--- config.mk ---
export PLATFORM = sky130hd
export DESIGN_NAME = rt_signal_output_select
export DESIGN_NICKNAME = d
export VERILOG_FILES = /design/src/rt_select_pkg.sv /design/src/rt_signal_output_select.sv
export SDC_FILE = /design/constraint.sdc
export NUM_CORES = 1
export LEC_CHECK = 0
export BUFFER_PORTS_ARGS = -buffer_cell sky130_fd_sc_hd__buf_2
export CORE_MARGIN = 4
export CORE_UTILIZATION = 35
export CTS_BUF_LIST = sky130_fd_sc_hd__clkbuf_2
export DETAILED_ROUTE_END_ITERATION = 12
export GPL_ROUTABILITY_DRIVEN = 0
export HOLD_SLACK_MARGIN = 0.03
export PLACE_DENSITY = 0.83
export RECOVER_POWER = 50
export SLEW_MARGIN = 10
export SYNTH_ARGS = -nofsm -noshare
export SYNTH_HDL_FRONTEND = slang
export SYNTH_SLANG_ARGS = --single-unit
--- constraint.sdc ---
create_clock -name ref_clk -period 1.98 [get_ports ref_clk]
set_clock_uncertainty 0.05 [all_clocks]
set_input_delay 0.396 -clock ref_clk [delete_from_list [all_inputs] [get_ports ref_clk]]
set_output_delay 0.396 -clock ref_clk [all_outputs]
set_load 0.01 [all_outputs]
--- src/rt_select_pkg.sv ---
// Purpose: Shared constants and carrier types for the real-time output selector
// Assumes: Register values arrive as plain byte-wide ports, no bus
// Notes:   Field positions refer to bits within each control byte
package rt_select_pkg;

	// ------------------------------------------------------------
	// Register offsets
	// ------------------------------------------------------------
	localparam logic [7:0] SYNC_BEGIN_OFFSET  = 8'h06;
	localparam logic [7:0] SYNC_STOP_OFFSET   = 8'h07;
	localparam logic [7:0] MODE_DELAY_OFFSET  = 8'h11;
	localparam logic [7:0] RT_SELECT_OFFSET   = 8'h12;
	localparam logic [7:0] PORT_CTRL_OFFSET   = 8'h13;
	localparam logic [7:0] VWIN_START_OFFSET  = 8'h15;
	localparam logic [7:0] VWIN_STOP_OFFSET   = 8'h16;
	localparam logic [7:0] VWIN_MSB_OFFSET    = 8'h17;

	// ------------------------------------------------------------
	// Field positions
	// ------------------------------------------------------------
	localparam int OUT_B_INVERT_BIT    = 6;
	localparam int FINE_DELAY_LSB      = 4;
	localparam int OUT_A_INVERT_BIT    = 3;
	localparam int LOCK_SPEED_BIT      = 3;
	localparam int VWIN_START_MSB_BIT  = 0;
	localparam int VWIN_STOP_MSB_BIT   = 1;
	localparam int VWIN_FIELD_POS_BIT  = 2;
	localparam int SEL_A_LSB           = 0;
	localparam int SEL_B_LSB           = 4;

	// ------------------------------------------------------------
	// Reset values and timing
	// ------------------------------------------------------------
	localparam logic [7:0] RT_SELECT_RESET  = 8'h00;
	localparam logic       OUT_RESET        = 1'b0;
	localparam logic       RESERVED_LEVEL   = 1'b0;
	localparam int         SYNC_COARSE_STEP = 8;
	localparam int         SYNC_FINE_STEP   = 2;
	localparam int         ACTIVE_PIXELS    = 720;

	// ------------------------------------------------------------
	// Selection codes
	// ------------------------------------------------------------
	typedef enum logic [3:0] {
		SEL_HIGH_Z      = 4'h0,
		SEL_CONST_LOW   = 4'h1,
		SEL_PIX_CLK     = 4'h2,
		SEL_HALF_CLK    = 4'h3,
		SEL_LINE_LOCK   = 4'h4,
		SEL_FRAME_LOCK  = 4'h5,
		SEL_DECODE_LOCK = 4'h6,
		SEL_RSVD_7      = 4'h7,
		SEL_LINE_REF    = 4'h8,
		SEL_LINE_SYNC   = 4'h9,
		SEL_GATED_REF   = 4'ha,
		SEL_RSVD_B      = 4'hb,
		SEL_VERT_SYNC   = 4'hc,
		SEL_VERT_WIN    = 4'hd,
		SEL_ADC_LSB     = 4'he,
		SEL_FIELD_ID    = 4'hf
	} rt_code_t;

	// Internal source signals that feed the selector
	typedef struct packed {
		logic pixel_clock_ref;
		logic half_pixel_clock_ref;
		logic std_line_lock;
		logic fast_line_lock;
		logic vert_lock;
		logic colour_detected;
		logic line_ref;
		logic vertical_sync_pulse;
		logic adc_lsb;
		logic field_id_signal;
		logic [8:0] line_count;
		logic [10:0] pixel_count;
	} rt_sources_t;

	// Window, line-sync, polarity and lock-speed settings
	typedef struct packed {
		logic [7:0] sync_begin_pos;
		logic [7:0] sync_stop_pos;
		logic [7:0] mode_delay;
		logic [7:0] port_ctrl;
		logic [7:0] vwin_start_low;
		logic [7:0] vwin_stop_low;
		logic [7:0] vwin_msb;
	} rt_settings_t;

endpackage : rt_select_pkg

--- src/rt_signal_output_select.sv ---
// Purpose: Routes one of several timing and lock signals to each of two
//          real-time output pins, with per-pin polarity control
// Assumes: Sources are synchronous to ref_clk; counters come from the
//          line timing block; register bytes are written by the host
// Notes:   Tristate appears only as an output enable, never as Z
//
// Summary of operation
// - Output B code from upper nibble; 0=off,1=low
// - Code 2 gives pixel clock reference
// - Code 3 gives half pixel clock reference
// - Code 4 gives line lock flag
// - Code 5: vertical and horizontal lock
// - Code 6: both locks plus colour detected
// - Code 8: active line reference, 720 pixels
// - Line reference continues through vertical blanking
// - Code 9: line sync, begin/stop in eights
// - Fine delay shifts line sync by twos
// - Code 10: line reference ANDed with window
// - Code 12: vertical sync pulse
// - Code 13: vertical window start/stop/field qualified
// - Code 15: field identifier
// - Code 14 ADC LSB on A; reserved on B
// - Output B invert bit inverts selection
// - Lock speed bit picks standard or fast lock
// - Output A code from lower nibble
// - Output A invert bit inverts selection
`timescale 1ns/100ps

module rt_signal_output_select (
	input  wire logic                       ref_clk,
	input  wire logic                       resetn,
	input  wire logic [7:0]                 realtime_output_select,
	input  wire rt_select_pkg::rt_settings_t settings,
	input  wire rt_select_pkg::rt_sources_t  sources,
	output logic                            rt_out_a,
	output logic                            rt_out_a_oe,
	output logic                            rt_out_b,
	output logic                            rt_out_b_oe,
	output logic                            line_sync_pulse,
	output logic                            vertical_window
);

	// ------------------------------------------------------------
	// Decoded control fields
	// ------------------------------------------------------------
	logic [3:0] sel_a;
	logic [3:0] sel_b;
	logic       out_a_invert;
	logic       out_b_invert;
	logic [1:0] sync_fine_delay;
	logic       lock_speed_select;
	logic [8:0] vwin_start_line;
	logic [8:0] vwin_stop_line;
	logic       vwin_field_pos;

	assign sel_a = realtime_output_select[rt_select_pkg::SEL_A_LSB +: 4];
	assign sel_b = realtime_output_select[rt_select_pkg::SEL_B_LSB +: 4];
	assign out_a_invert =
		settings.mode_delay[rt_select_pkg::OUT_A_INVERT_BIT];
	assign out_b_invert =
		settings.mode_delay[rt_select_pkg::OUT_B_INVERT_BIT];
	assign sync_fine_delay =
		settings.mode_delay[rt_select_pkg::FINE_DELAY_LSB +: 2];
	assign lock_speed_select =
		settings.port_ctrl[rt_select_pkg::LOCK_SPEED_BIT];
	assign vwin_start_line = {
		settings.vwin_msb[rt_select_pkg::VWIN_START_MSB_BIT],
		settings.vwin_start_low};
	assign vwin_stop_line = {
		settings.vwin_msb[rt_select_pkg::VWIN_STOP_MSB_BIT],
		settings.vwin_stop_low};
	assign vwin_field_pos =
		settings.vwin_msb[rt_select_pkg::VWIN_FIELD_POS_BIT];

	// ------------------------------------------------------------
	// Lock flags
	// ------------------------------------------------------------
	// Fast lock reacts quicker but chatters on unstable time bases
	logic line_lock_flag;
	logic frame_lock_flag;
	logic decode_lock_flag;

	assign line_lock_flag = lock_speed_select ? sources.fast_line_lock
		: sources.std_line_lock;
	assign frame_lock_flag = line_lock_flag & sources.vert_lock;
	assign decode_lock_flag = frame_lock_flag
		& sources.colour_detected;

	// ------------------------------------------------------------
	// Line sync pulse
	// ------------------------------------------------------------
	// Positions compare in full line clocks so the counter stays simple
	logic [10:0] sync_begin_clk;
	logic [10:0] sync_stop_clk;
	logic [10:0] sync_shift;
	logic [10:0] pix;

	assign sync_shift = 11'(sync_fine_delay) *
		11'(rt_select_pkg::SYNC_FINE_STEP);
	assign sync_begin_clk = 11'(11'(settings.sync_begin_pos) *
		11'(rt_select_pkg::SYNC_COARSE_STEP)) + sync_shift;
	assign sync_stop_clk = 11'(11'(settings.sync_stop_pos) *
		11'(rt_select_pkg::SYNC_COARSE_STEP)) + sync_shift;
	assign pix = sources.pixel_count;

	// Sync high between begin and stop positions
	always_ff @(posedge ref_clk or negedge resetn) begin
		if (!resetn) begin
			line_sync_pulse <= rt_select_pkg::OUT_RESET;
		end else if (pix == sync_begin_clk) begin
			line_sync_pulse <= 1'b1;
		end else if (pix == sync_stop_clk) begin
			line_sync_pulse <= 1'b0;
		end
	end

	// ------------------------------------------------------------
	// Vertical window
	// ------------------------------------------------------------
	// Window only opens in the field chosen by the field position bit
	logic win_field_ok;

	assign win_field_ok =
		(sources.field_id_signal == vwin_field_pos);

	always_ff @(posedge ref_clk or negedge resetn) begin
		if (!resetn) begin
			vertical_window <= rt_select_pkg::OUT_RESET;
		end else if (sources.line_count == vwin_start_line
				&& win_field_ok) begin
			vertical_window <= 1'b1;
		end else if (sources.line_count == vwin_stop_line) begin
			vertical_window <= 1'b0;
		end
	end

	// ------------------------------------------------------------
	// Active line reference
	// ------------------------------------------------------------
	// Line reference runs on every line, blanking included; it is
	// limited to the 720-pixel window whatever the source gives
	logic line_ref;
	logic gated_line_ref;

	assign line_ref = sources.line_ref
		& (pix < 11'(rt_select_pkg::ACTIVE_PIXELS));
	assign gated_line_ref = line_ref & vertical_window;

	// ------------------------------------------------------------
	// Source selection
	// ------------------------------------------------------------
	// Shared decode; is_b marks the second pin for its reserved codes
	function automatic logic pick(input logic [3:0] code,
			input logic is_b);
		logic v;
		v = rt_select_pkg::RESERVED_LEVEL;
		case (rt_select_pkg::rt_code_t'(code))
			rt_select_pkg::SEL_HIGH_Z:      v = 1'b0;
			rt_select_pkg::SEL_CONST_LOW:   v = 1'b0;
			rt_select_pkg::SEL_PIX_CLK:
				v = sources.pixel_clock_ref;
			rt_select_pkg::SEL_HALF_CLK:
				v = sources.half_pixel_clock_ref;
			rt_select_pkg::SEL_LINE_LOCK:   v = line_lock_flag;
			rt_select_pkg::SEL_FRAME_LOCK:  v = frame_lock_flag;
			rt_select_pkg::SEL_DECODE_LOCK: v = decode_lock_flag;
			rt_select_pkg::SEL_LINE_REF:    v = line_ref;
			rt_select_pkg::SEL_LINE_SYNC:   v = line_sync_pulse;
			rt_select_pkg::SEL_GATED_REF:   v = gated_line_ref;
			rt_select_pkg::SEL_VERT_SYNC:
				v = sources.vertical_sync_pulse;
			rt_select_pkg::SEL_VERT_WIN:    v = vertical_window;
			rt_select_pkg::SEL_ADC_LSB:
				v = is_b ? rt_select_pkg::RESERVED_LEVEL
					: sources.adc_lsb;
			rt_select_pkg::SEL_FIELD_ID:
				v = sources.field_id_signal;
			default: v = rt_select_pkg::RESERVED_LEVEL;
		endcase
		return v;
	endfunction : pick

	logic next_a;
	logic next_b;

	// Invert after selection; code 0 stays low so the pin idles clean
	always_comb begin
		next_a = pick(sel_a, 1'b0) ^ out_a_invert;
		next_b = pick(sel_b, 1'b1) ^ out_b_invert;
		if (sel_a == rt_select_pkg::SEL_HIGH_Z) begin
			next_a = 1'b0;
		end
		if (sel_b == rt_select_pkg::SEL_HIGH_Z) begin
			next_b = 1'b0;
		end
	end

	// ------------------------------------------------------------
	// Output registers
	// ------------------------------------------------------------
	// Registering removes mux glitches when codes change mid-line
	always_ff @(posedge ref_clk or negedge resetn) begin
		if (!resetn) begin
			rt_out_a    <= rt_select_pkg::OUT_RESET;
			rt_out_b    <= rt_select_pkg::OUT_RESET;
			rt_out_a_oe <= 1'b0;
			rt_out_b_oe <= 1'b0;
		end else begin
			rt_out_a    <= next_a;
			rt_out_b    <= next_b;
			rt_out_a_oe <= (sel_a != rt_select_pkg::SEL_HIGH_Z);
			rt_out_b_oe <= (sel_b != rt_select_pkg::SEL_HIGH_Z);
		end
	end

endmodule : rt_signal_output_select

==> flow_metrics.tcl <==
set metrics [dict create \
    syn_avg_cell_area_um2 8.70 \
    nFillCells 243 \
    grt_max_degree 9 \
    setup_viol 0 \
    grtUsageMet1_pct 16.2 \
    cts_buffers 3 \
    grt_overflow_total 0 \
    cts_max_level 1 \
    start_kind "input port" \
    ir_worst_vdd_v 0.000293 \
    status "complete, no violations" \
    tightest_slew_ps 352 \
    grt_use_met2_pct 31.4 \
    grt.busiest_layer "met2" \
    yosys-top-cells-area "xor2_1 (27%), dfrtp_1 (17%), xnor2_1 (9.8%), nor4_1 (4.9%), mux2i_1 (4.5%)" \
    dr.pass1.iters 4 \
    drc 0 \
    cp.required_ps 2050 \
    coreArea_um2 2450 \
    pwr-share-clk_pct 18.0 \
    synth_top_area_share_pct 27.4 \
    fmax_ghz 0.582 \
    postRouteAntennaNets 0 \
    pre_cts_ws_ps 131 \
    netlist.top_cell.by_area "xor2_1" \
    post-route-min-period_ps 1720 \
    grt_util_met3_pct 4.82 \
    critPathKind "in -> reg" \
    drtIter0Drc 12 \
    rr_worst_depth 5 \
    yosys_warnings 0 \
    critPathTopFamily "multiplexers" \
    synth.net_count 199 \
    areaGrowthSynthToFinish_pct 52.1 \
    drive_gt1_share_pct 46.8 \
    cpPeakStageDelay_ps 530 \
    fp.dieW_um 58.6 \
    finalHoldViolCount 0 \
    std_cell_rows 18 \
    start_util_pct 36.5 \
    p_seq_share_pct 29.7 \
    grt_pass1_vias 1061 \
    holdPathStages 2 \
    power_frac_comb_pct 52.3 \
    grt_setup_unrepaired "false" \
    slowest_stage "mux4_2" \
    synthesis.area_um2 896 \
    finalNetCount 288 \
    cp_max_fo 8 \
    pwr_density_cell_nw_per_um2 342 \
    avgViaCountPerCell 4.93 \
    num_io_pins 102 \
    port_buffers 85 \
    cts_buffer_depth 2 \
    p_int_uw 307 \
    maxCapViolCount 0 \
    clock_latency_ps 220 \
    crit_chain "clkbuf_1, mux4_2, and2_1, a31oi_2, mux2i_1, a31o_1" \
    n_antenna_cell 0 \
    cts_sinks 6 \
    die_area_um2 3430 \
    wl_per_cell_um 12.2 \
    grt_pass1_wl_um 4330 \
    ys_types 33 \
    endpoint_kind "flip-flop" \
    num_vias 1085 \
    slew_violations 0 \
    cp.depth 6 \
    die_h_um 58.6 \
    hold_slack_ps 310 \
    antenna_found_initial 0 \
    max_slew_margin_pct 76.3 \
    synth_seq_cells 6 \
    cts_tree "done" \
    timing.final.crit_share_pct 86.8 \
    synth_cells 103 \
    p_switching_uw 160 \
    seq_area_frac_synth_pct 16.8 \
    crit_buf_inv 1 \
    clkTransAtPathRegs_ps 60 \
    root_buffer "clkbuf_2" \
    hpwl_um 2500 \
    setup_ws_ps 262 \
    cp.arrival_ps 1790 \
    tns_ps 0 \
    leakage_nw 0.676 \
    netSwitchingFraction_pct 34.2 \
    totalWireLength_um 2690 \
    grtUsageTotal_pct 16.3 \
    hold_path.class "in -> reg" \
]
[power groups by stage]
| stage | registers (mW) | logic (mW) | clock network (mW) |
|---|---|---|---|
| floorplan | 0.146 | 0.112 | 0 |
| global placement | 0.141 | 0.242 | 0 |
| detailed placement | 0.141 | 0.247 | 0 |
| CTS | 0.139 | 0.249 | 0.0903 |
| global route | 0.141 | 0.272 | 0.0945 |
| finish | 0.139 | 0.244 | 0.0838 |
[metal layers]
layer,vias to the layer above,wire (um),part of all wire [%]
li1,554,-,-
met1,483,882,33
met2,44,1520,57
met3,4,246,9.1
met4,0,36,1.3
met5,-,0,0
[path summary, 6_finish.rpt]
check / startpoint / endpoint / slack (ps)
setup / recovery: realtime_output_select[1] / rt_out_a / 260
hold / removal: settings[38] / rt_out_b / 310
setup reg to reg: vertical_window / rt_out_a / 360
hold reg to reg: line_sync_pulse / line_sync_pulse / 510
max in group asynchronous: resetn / rt_out_b_oe / 1110
min in group asynchronous: resetn / rt_out_a_oe / 530
[sequential cells by signal, indices dropped and copies added (netlist names)]
signal           count
line_sync_pulse      1
rt_out_a             1
rt_out_a_oe          1
rt_out_b             1
rt_out_b_oe          1
vertical_window      1
[layout by cell type, fill, tap and decap left out, types with 3 or more instances in the layout]
cell type / instances
a211oi_1: 3
buf_2: 81
clkbuf_1: 4
clkbuf_2: 3
dfrtp_1: 6
inv_1: 5
mux2i_1: 4
nand2_1: 6
nand3_1: 3
nand4_1: 3
nor4_1: 7
xnor2_1: 10
xor2_1: 28
[cell type report]
class	instances	area, um2	area share (%)
sequential	6	150	11.0
multi-input combinational	90	711	52.2
tap	30	37.5	2.75
inverter	5	18.8	1.38
clock buffer	3	15.0	1.10
timing repair buffer	86	430	31.6
[per-stage QoR]
stage,cells,utilization [%],power [mW],area [um2]
6_report,220,55.5,0.467,1360
5_1_grt,220,55.5,0.507,1360
4_1_cts,220,55.7,0.478,1370
3_5_place_dp,216,54.7,0.388,1340
3_3_place_gp,216,54.7,0.383,1340
2_1_floorplan,103,-,0.258,896
[synthesized netlist by cell type]
| master | instances |
|---|---|
| a32o_1 | 1 |
| buf_2 | 1 |
| dfrtp_1 | 6 |
| or3_1 | 1 |
| and4b_1 | 1 |
| a211oi_1 | 3 |
| mux2i_1 | 4 |
| nand3_1 | 3 |
| a21oi_1 | 1 |
| a31oi_2 | 1 |
| or4_1 | 1 |
| a31o_1 | 1 |
| and2_1 | 1 |
| nor3_1 | 2 |
| o21ai_0 | 1 |
| nor2_1 | 1 |
| nand2b_1 | 1 |
| a32oi_1 | 1 |
| mux2_2 | 2 |
| o22ai_1 | 1 |
| mux4_2 | 1 |
| o31ai_1 | 1 |
| inv_1 | 5 |
| xnor2_1 | 10 |
| nand2_1 | 6 |
| a21boi_0 | 2 |
| nand4_1 | 3 |
| nor4_1 | 7 |
| o2111ai_1 | 2 |
| buf_6 | 1 |
| nand3b_1 | 2 |
| xor2_1 | 28 |
| or4_2 | 1 |
[kinds of logic (layout without fill, tap and decap cells)]
group                  Yosys count  count (layout)  synth area share (%)
XOR/XNOR                        38              38                  37.2
flip-flops                       6               6                  16.8
buffers and inverters            7              94                  3.91
AND/OR/NAND/NOR                 30              30                  19.4
AO/OA/AOI/OAI                   15              15                  13.3
multiplexers                     7               7                  9.50
[timing repair]
action	CTS	global route
hold buffers	1	0
buffers inserted	0	0
resized for setup	0	0
hold endpoints to repair	6	0
(Power assumes the default switching activity.)
